File: src/sle_consts.svh
// Purpose: Constants for the spare lane enable and sync header configuration block
// Assumes: AXI4-Lite byte addresses are four times the register index
// Notes:   Timing-free block; only offsets, fields, reset values and encodings live here
//
// Behaviour
// - Link A has a seven-bit spare lane mask in bits 7:1.
// - Link B has an identical seven-bit spare lane mask in bits 7:1.
// - Spare serializer control clear: masked spare lanes get link clocks only.
// - Spare serializer control set: masked spare lanes also get serializers.
// - Spare lanes run at the rate and mode of link mode and test pattern.
// - Mask-only lanes with test pattern 0 or 5 send an octet ramp (pattern 4).
// - Channel power-down wins; spare lanes stay inactive on a powered-down link.
// - Serializer n is clocked only if lanes 0 to n-1 are all enabled.
// - Two-bit sync header mode acts only when link mode uses 64b/66b.
// - Mode 0 sends CRC-12, mode 2 sends FEC, modes 1 and 3 reserved.
// - Every command field of the sync word is driven as zero.
// - Both channels powered down shuts the whole serial output subsystem.
`ifndef SLE_CONSTS_SVH
`define SLE_CONSTS_SVH

// Register indices as printed, byte address is index times four
`define SLE_IDX_SPARE_A     12'h20A
`define SLE_IDX_SPARE_B     12'h20B
`define SLE_IDX_SYNC_HDR    12'h20F
`define SLE_IDX_LINK_CTRL   12'h220
`define SLE_IDX_STATUS      12'h221

// Field positions
`define SLE_SER_BIT         0
`define SLE_MASK_LSB        1
`define SLE_MASK_MSB        7
`define SLE_SYNC_HEADER_CONTENT_SELECT_MSB      1
`define SLE_CTRL_EN_BIT     0
`define SLE_CTRL_PDA_BIT    1
`define SLE_CTRL_PDB_BIT    2

// Reset values and encodings
`define SLE_RST_REG         8'h00
`define SLE_SH_CRC12        2'h0
`define SLE_SH_FEC          2'h2
`define SLE_TEST_NONE       4'h0
`define SLE_TEST_RAMP       4'h4
`define SLE_TEST_ALT        4'h5

// AXI responses
`define SLE_RESP_OKAY       2'h0
`define SLE_RESP_SLVERR     2'h2

`endif

File: src/sle_pkg.sv
// Purpose: Types for the spare lane enable and sync header configuration block
// Assumes: Eight lanes per link
// Notes:   Constants live in sle_consts.svh
`default_nettype none
package sle_pkg;
  typedef enum logic [1:0] {SLE_SH_CRC, SLE_SH_FECW, SLE_SH_OFF} sle_sh_kind_t;

  // Per-link lane drive
  typedef struct packed {
    logic [7:0] laneClk;
    logic [7:0] serOn;
    logic [7:0] rampSel;
  } sle_lanes_t;

  // Link layer status from the transmitter datapath
  typedef struct packed {
    logic [7:0] modeLanesA;
    logic [7:0] modeLanesB;
    logic       mode64b66b;
    logic [3:0] testPattern;
  } sle_mode_t;

  typedef enum logic [1:0] {SLE_WR_IDLE, SLE_WR_RESP} sle_wr_st_t;
endpackage
`default_nettype wire

File: src/sle_spare_lane_cfg.sv
// Purpose: Spare lane masks, spare serializer controls and sync header selection
// Assumes: AXI4-Lite slave, single clock, link mode decoded elsewhere
// Notes:   Writes to locked registers while the link runs are refused with SLVERR
`timescale 1ns/1ns
`default_nettype none
`include "sle_consts.svh"

module sle_spare_lane_cfg (
  // Clock and reset
  input  wire logic                 clk,
  input  wire logic                 arst_n,
  // AXI4-Lite write
  input  wire logic [13:0]          awaddr,
  input  wire logic                 awvalid,
  output var  logic                 awready,
  input  wire logic [31:0]          wdata,
  input  wire logic [3:0]           wstrb,
  input  wire logic                 wvalid,
  output var  logic                 wready,
  output var  logic [1:0]           bresp,
  output var  logic                 bvalid,
  input  wire logic                 bready,
  // AXI4-Lite read
  input  wire logic [13:0]          araddr,
  input  wire logic                 arvalid,
  output var  logic                 arready,
  output var  logic [31:0]          rdata,
  output var  logic [1:0]           rresp,
  output var  logic                 rvalid,
  input  wire logic                 rready,
  // Link mode decode from the transmitter
  input  wire sle_pkg::sle_mode_t   modeIn,
  // Lane drive
  output var  sle_pkg::sle_lanes_t  lanesA,
  output var  sle_pkg::sle_lanes_t  lanesB,
  output var  logic                 subsysOn,
  output var  logic [1:0]           syncHdrKind,
  output var  logic [3:0]           syncCmd
);
  import sle_pkg::*;

  ////////////////////////////////////////////////////////////////////////////
  // Registers
  logic [7:0]  spareA;
  logic [7:0]  spareB;
  logic [1:0]  sync_header_content_select;
  logic        linkEn;
  logic [1:0]  chanPd;
  logic        awHeld;
  logic        wHeld;
  logic [11:0] awIdx;
  logic [31:0] wDat;
  logic [3:0]  wStb;

  // Word index from a byte address
  function automatic logic [11:0] idxOf(input logic [13:0] a);
    idxOf = a[13:2];
  endfunction

  // Lane n clocked for a serializer only when all lower lanes are on
  function automatic logic [7:0] chainOk(input logic [7:0] on);
    logic [7:0] ok;
    ok = 8'h00;
    ok[0] = on[0];
    for (int n = 1; n < 8; n++) begin
      ok[n] = on[n] & ok[n - 1];
    end
    chainOk = ok;
  endfunction

  // One link's lane drive
  function automatic sle_lanes_t laneDrive(input logic [7:0] spare, input logic [7:0] modeL,
                                           input logic pd, input logic [3:0] tp,
                                           input logic up);
    sle_lanes_t r;
    logic [7:0] extra;
    logic [7:0] clkOn;
    logic [7:0] serReq;
    logic       rampTp;
    r      = '0;
    extra  = {spare[`SLE_MASK_MSB:`SLE_MASK_LSB], 1'b0} & ~modeL;
    rampTp = (tp == `SLE_TEST_NONE) || (tp == `SLE_TEST_ALT);
    clkOn  = modeL | extra;
    serReq = spare[`SLE_SER_BIT] ? clkOn : modeL;
    if (up && !pd) begin
      r.laneClk = clkOn;
      r.serOn   = serReq & chainOk(clkOn);
      r.rampSel = rampTp ? extra : 8'h00;
    end
    laneDrive = r;
  endfunction

  ////////////////////////////////////////////////////////////////////////////
  // Write decode
  wire        wrFire    = awHeld && wHeld && !bvalid;
  wire        wrLocked  = linkEn;
  wire        hitA      = (awIdx == `SLE_IDX_SPARE_A);
  wire        hitB      = (awIdx == `SLE_IDX_SPARE_B);
  wire        hitSh     = (awIdx == `SLE_IDX_SYNC_HDR);
  wire        hitCtrl   = (awIdx == `SLE_IDX_LINK_CTRL);
  wire        hitStat   = (awIdx == `SLE_IDX_STATUS);
  wire        wrMapped  = hitA || hitB || hitSh || hitCtrl || hitStat;
  wire        wrCfgOk   = wrFire && wStb[0] && !wrLocked;
  wire        wrCtrlOk  = wrFire && wStb[0] && hitCtrl;
  wire        wrBad     = !wrMapped || (wrLocked && (hitA || hitB || hitSh));
  wire [7:0]  wByte     = wDat[7:0];

  // Read decode
  wire [11:0] arIdx     = idxOf(araddr);
  wire        rdMapped  = (arIdx == `SLE_IDX_SPARE_A) || (arIdx == `SLE_IDX_SPARE_B) ||
                          (arIdx == `SLE_IDX_SYNC_HDR) || (arIdx == `SLE_IDX_LINK_CTRL) ||
                          (arIdx == `SLE_IDX_STATUS);
  wire [31:0] rdWord    = (arIdx == `SLE_IDX_SPARE_A)   ? {24'h000000, spareA} :
                          (arIdx == `SLE_IDX_SPARE_B)   ? {24'h000000, spareB} :
                          (arIdx == `SLE_IDX_SYNC_HDR)  ? {30'h00000000, sync_header_content_select} :
                          (arIdx == `SLE_IDX_LINK_CTRL) ? {29'h00000000, chanPd, linkEn} :
                          (arIdx == `SLE_IDX_STATUS)    ? {8'h00, lanesB.serOn, lanesA.serOn,
                                                           lanesA.laneClk} :
                          32'h00000000;

  // Lane and sync header next values
  wire        bothPd    = &chanPd;
  wire        nextOn    = linkEn && !bothPd;
  wire sle_lanes_t next_lanesA = laneDrive(spareA, modeIn.modeLanesA, chanPd[0],
                                           modeIn.testPattern, nextOn);
  wire sle_lanes_t next_lanesB = laneDrive(spareB, modeIn.modeLanesB, chanPd[1],
                                           modeIn.testPattern, nextOn);
  wire [1:0]  next_kind = !modeIn.mode64b66b      ? SLE_SH_OFF :
                          (sync_header_content_select == `SLE_SH_FEC)  ? SLE_SH_FECW :
                          SLE_SH_CRC;

  ////////////////////////////////////////////////////////////////////////////
  // Write channel capture, address and data taken in either order
  always_ff @(posedge clk or negedge arst_n) begin
    if (!arst_n) begin
      awHeld <= 1'b0;
      wHeld  <= 1'b0;
      awIdx  <= 12'h000;
      wDat   <= 32'h00000000;
      wStb   <= 4'h0;
    end else begin
      if (awvalid && awready) begin
        awHeld <= 1'b1;
        awIdx  <= idxOf(awaddr);
      end else if (wrFire) begin
        awHeld <= 1'b0;
      end
      if (wvalid && wready) begin
        wHeld <= 1'b1;
        wDat  <= wdata;
        wStb  <= wstrb;
      end else if (wrFire) begin
        wHeld <= 1'b0;
      end
    end
  end

  // Ready flags; one write outstanding at a time
  always_ff @(posedge clk or negedge arst_n) begin
    if (!arst_n) begin
      awready <= 1'b0;
      wready  <= 1'b0;
    end else begin
      awready <= !awHeld && !(awvalid && awready) && !bvalid && !wrFire;
      wready  <= !wHeld && !(wvalid && wready) && !bvalid && !wrFire;
    end
  end

  // Write response
  always_ff @(posedge clk or negedge arst_n) begin
    if (!arst_n) begin
      bvalid <= 1'b0;
      bresp  <= `SLE_RESP_OKAY;
    end else if (wrFire) begin
      bvalid <= 1'b1;
      bresp  <= wrBad ? `SLE_RESP_SLVERR : `SLE_RESP_OKAY;
    end else if (bready) begin
      bvalid <= 1'b0;
    end
  end

  // Configuration registers, frozen while the link runs
  always_ff @(posedge clk or negedge arst_n) begin
    if (!arst_n) begin
      spareA <= `SLE_RST_REG;
      spareB <= `SLE_RST_REG;
      sync_header_content_select <= `SLE_SH_CRC12;
    end else if (wrCfgOk) begin
      if (hitA) spareA <= wByte;
      if (hitB) spareB <= wByte;
      if (hitSh) sync_header_content_select <= wByte[`SLE_SYNC_HEADER_CONTENT_SELECT_MSB:0];
    end
  end

  // Link enable and channel power down
  always_ff @(posedge clk or negedge arst_n) begin
    if (!arst_n) begin
      linkEn <= 1'b0;
      chanPd <= 2'b00;
    end else if (wrCtrlOk) begin
      linkEn <= wByte[`SLE_CTRL_EN_BIT];
      chanPd <= wByte[`SLE_CTRL_PDB_BIT:`SLE_CTRL_PDA_BIT];
    end
  end

  // Read channel; answer one cycle after the address is taken
  always_ff @(posedge clk or negedge arst_n) begin
    if (!arst_n) begin
      arready <= 1'b0;
      rvalid  <= 1'b0;
      rdata   <= 32'h00000000;
      rresp   <= `SLE_RESP_OKAY;
    end else begin
      arready <= !rvalid && !(arvalid && arready);
      if (arvalid && arready) begin
        rvalid <= 1'b1;
        rdata  <= rdMapped ? rdWord : 32'h00000000;
        rresp  <= rdMapped ? `SLE_RESP_OKAY : `SLE_RESP_SLVERR;
      end else if (rready) begin
        rvalid <= 1'b0;
      end
    end
  end

  ////////////////////////////////////////////////////////////////////////////
  // Lane drive outputs, registered so no glitch reaches the serializers
  always_ff @(posedge clk or negedge arst_n) begin
    if (!arst_n) begin
      lanesA      <= '0;
      lanesB      <= '0;
      subsysOn    <= 1'b0;
      syncHdrKind <= SLE_SH_OFF;
      syncCmd     <= 4'h0;
    end else begin
      lanesA      <= next_lanesA;
      lanesB      <= next_lanesB;
      subsysOn    <= nextOn;
      syncHdrKind <= next_kind;
      syncCmd     <= 4'h0;
    end
  end
endmodule

`default_nettype wire

File: config.mk
export PLATFORM = sky130hd
export DESIGN_NAME = sle_spare_lane_cfg
export DESIGN_NICKNAME = d
export VERILOG_FILES = /design/src/sle_pkg.sv /design/src/sle_spare_lane_cfg.sv
export VERILOG_INCLUDE_DIRS = /design/src
export SDC_FILE = /design/constraint.sdc
export NUM_CORES = 1
export LEC_CHECK = 0
export ABC_AREA = 0
export BUFFER_PORTS_ARGS = -buffer_cell sky130_fd_sc_hd__buf_2
export CORE_MARGIN = 4
export CORE_UTILIZATION = 44
export CTS_CLUSTER_SIZE = 25
export DETAILED_ROUTE_END_ITERATION = 6
export PLACE_DENSITY = 0.76
export SETUP_SLACK_MARGIN = 0.2
export SLEW_MARGIN = 20
export SYNTH_ARGS = -nofsm -noshare
export SYNTH_HDL_FRONTEND = slang
export SYNTH_SLANG_ARGS = --single-unit
export TNS_END_PERCENT = 50
File: constraint.sdc
create_clock -name clk -period 1.9 [get_ports clk]
set_input_delay 0.19 -clock clk [delete_from_list [all_inputs] [get_ports clk]]
set_output_delay 0.19 -clock clk [all_outputs]
set_load 0.02 [all_outputs]
==> flow_summary.toml <==
[synthesis]
synth_edf_count = 0
synth.area.top_cells = "dfrtp_1, mux2_2, nor2_1"
yosys.area.top_type = "dfrtp_1"
syn_avg_cell_area_um2 = 12.5
synth_common_cells = "dfrtp_1, nor2_1, mux2_2, buf_4, a21oi_1"
ys.warnings.count = 0
yosysUniqueCellTypes = 50
ys_ff_latch = 122
synth_top_area_frac = 0.607
ys.flop_type = "dfrtp_1"
synth_async_sr_flop_share = 1.00
synth.most_common_cell = "dfrtp_1"
yosysSeqAreaShare = 0.612
syn_area_um2 = 4990
synthCells = 398

[drt]
viasPerCell = 5.13
drtIter0Drc = 216
wl_um = 12700
wl_per_cell_um = 17.2
drcViolationCount = 0
drtAntennaViolNets = 0
num_vias = 3791
firstDrtPassIters = 6

[floorplanning]
start_util = 0.454
fp.dieW_um = 114
coreArea_um2 = 11000
die_y_um = 114
dieArea_um2 = 13100
core.rowCount = 38
ioPinCount = 188

[layout]
fill_cells = 868
drive_above_1_share = 0.467
final_cells = 739
nets = 677
area_growth_pct = 37.7

[global_route]
grt_pass1_wl_um = 19800
track_usage = 0.195
busiest_layer = "met2"
grt_util_met1 = 0.255
grt_max_degree = 51
met2_usage = 0.315
use_met3 = 0.0581
grt_overflow = 0
grt_pass1_vias = 3919
antenna_found_initial = 0

[worst_setup_path]
startpoint_type = "flip-flop"
path_cells = "nor4b_2 > buf_4 > nand4_1 > nor3b_4 > buf_12 > mux2_4"
worstSetupEndpointType = "flip-flop"
path_class = "reg -> reg"
critPathTopFamily = "simple AND/OR/NAND/NOR gates"
slowest_delay_ns = 0.39
cp_num_buf_inv = 2
path_max_fanout = 8
worstPathRequired_ns = 2.19
cp_slowest_cell = "dfrtp_1"
crit_arrival_ns = 2.16

[clocking]
clk_pin_slew_ns = 0.06
h-tree-depth = 4
clkLatencyLatePin_ns = 0.41
cts_sinks = 122
cts_tree = "yes"
cts_buffers = 17
ctsRootBufferMaster = "clkbuf_16"
cts_buffer_depth = 2

[timing]
hold_ws_ns = 0.00751
grt_setup_unrepaired = "yes"
finalSetupViolCount = 0
fin_crit_ns = 1.87
clock_skew_ns = 0.0115
fmax_mhz = 534
finalCritPeriodShare = 0.985
slew_viol_final = 0
hold_violations = 0

[placement]
dp_hpwl_um = 9170
dpl.cell_count = 683
numPortBuffers = 140
gp_congestion = 0.847

[hold_path]
min_path_type = "in -> reg"

[power_and_ir_drop]
p_leak_uw = 0.00348
vdd_drop_max_mv = 0.745
p_per_area_nw_per_um2 = 1080

[job]
maxCapViolations = 0

[outcome]
status = "finished, final reports clean"
[cells in the final DEF, fill, tap and decap left out, types with 2 or more instances in the layout]
cell type and instances:
buf_2 139, dfrtp_1 121, nor2_1 49, mux2_2 33, dlygate4sd3_1 23, buf_4 20, a21oi_1 17, clkbuf_16 17
a22o_2 16, conb_1 16, nand2_1 15, nor3b_1 12, mux2_4 10, nor3_1 9, inv_1 8, nand2b_1 7
o21ai_0 7, a32oi_1 6, o31ai_1 6, clkinvlp_4 6, or4_4 5, buf_12 4, nor3b_2 3, nor4b_2 3
mux2i_1 3, clkinv_4 3, nand3b_1 2, or3_4 2, nor2_4 2, and3_1 2, nor2b_1 2, clkbuf_8 2
bufinv_16 2
[metal layers]
metal | routed length [µm] | share of wire
met2 | 6280 | 0.49
met4 | 158 | 0.012
met3 | 927 | 0.073
met5 | 0 | 0
met1 | 5360 | 0.42
[worst reg2reg max path, cell delays in order (launching register included)]
cell     delay (ns)
dfrtp_1        0.39
nor4b_2        0.27
buf_4          0.15
nand4_1        0.18
nor3b_4        0.29
buf_12         0.17
mux2_4         0.30
[what timing repair did]
item                                    in CTS  in global routing
hold buffers                                20                  3
gates cloned                                 0                  0
resized for setup                            6                 18
buffers inserted                             0                  0
pin swaps                                    2                  5
endpoints found under the setup margin      32                 37
endpoints found under the hold margin       49                  3
[sequential cells by signal, summed over array words and instances (netlist names)]
name and cells:
arready 1, awHeld 1, awIdx 12, awready 1
bresp 1, bvalid 1, chanPd 2, lanesA 22
lanesB 22, linkEn 1, rdata 24, rresp 1
rvalid 1, spareA 8, spareB 8, subsysOn 1
syncHdrKind 2, sync_header_content_select 2, wDat 8, wHeld 1
wStb 1, wready 1
[power breakdown]
part	switching (µW)	total [µW]	internal, µW
clock	1180	3190	2000
combinational	508	1040	528
sequential	265	3180	2910
[final timing paths]
| path | startpoint | end | slack [ns] | cells after the start |
|---|---|---|---|---|
| max in group asynchronous | arst_n | syncHdrKind[1] | 1.01 | 3 |
| worst max register to register | awIdx[8] | spareB[6] | 0.03 | 6 |
| worst min register to register | rvalid | arready | 0.45 | 1 |
| worst min-delay path | awaddr[8] | awIdx[6] | 0.008 | 2 |
| worst max-delay path | awIdx[8] | spareB[6] | 0.03 | 6 |
| min in group asynchronous | arst_n | rdata[18] | 0.26 | 2 |
[cell type report]
| cell class | count | area (µm²) | area share |
|---|---|---|---|
| Timing Repair Buffer | 186 | 1160 | 0.168 |
| Multi-Input combinational cell | 250 | 1850 | 0.270 |
| Inverter | 8 | 30.0 | 0.00437 |
| Clock inverter | 13 | 145 | 0.0211 |
| Sequential cell | 122 | 3050 | 0.445 |
| Antenna cell | 1 | 2.50 | 0.000364 |
| Clock buffer | 19 | 453 | 0.0659 |
| Tap cell | 140 | 175 | 0.0255 |
[through the flow]
step	setup slack (ns)	setup TNS (ns)	instance area (µm²)	power [µW]	utilization
global route	-0.0908	-1.12	6870	7710	0.625
floorplan	0.00611	0	5070	3770	-
finish	0.0281	0	6870	7400	0.626
detailed placement	-0.169	-1.54	5930	4160	0.540
CTS	0.00342	0	6750	7400	0.615
global placement	-0.141	-1.28	5930	4110	0.540
[cells by family (layout without fill, tap and decap cells)]
kind of cell | count (synthesis) | in the layout | share of synthesized area
simple gates | 126 | 126 | 0.138
flops | 122 | 122 | 0.612
compound gates | 61 | 61 | 0.0900
mux | 46 | 46 | 0.103
buf+inv | 41 | 226 | 0.0542
other cells | 1 | 17 | 0.000752
xor+xnor | 1 | 1 | 0.00176
(Power assumes the default switching activity.)
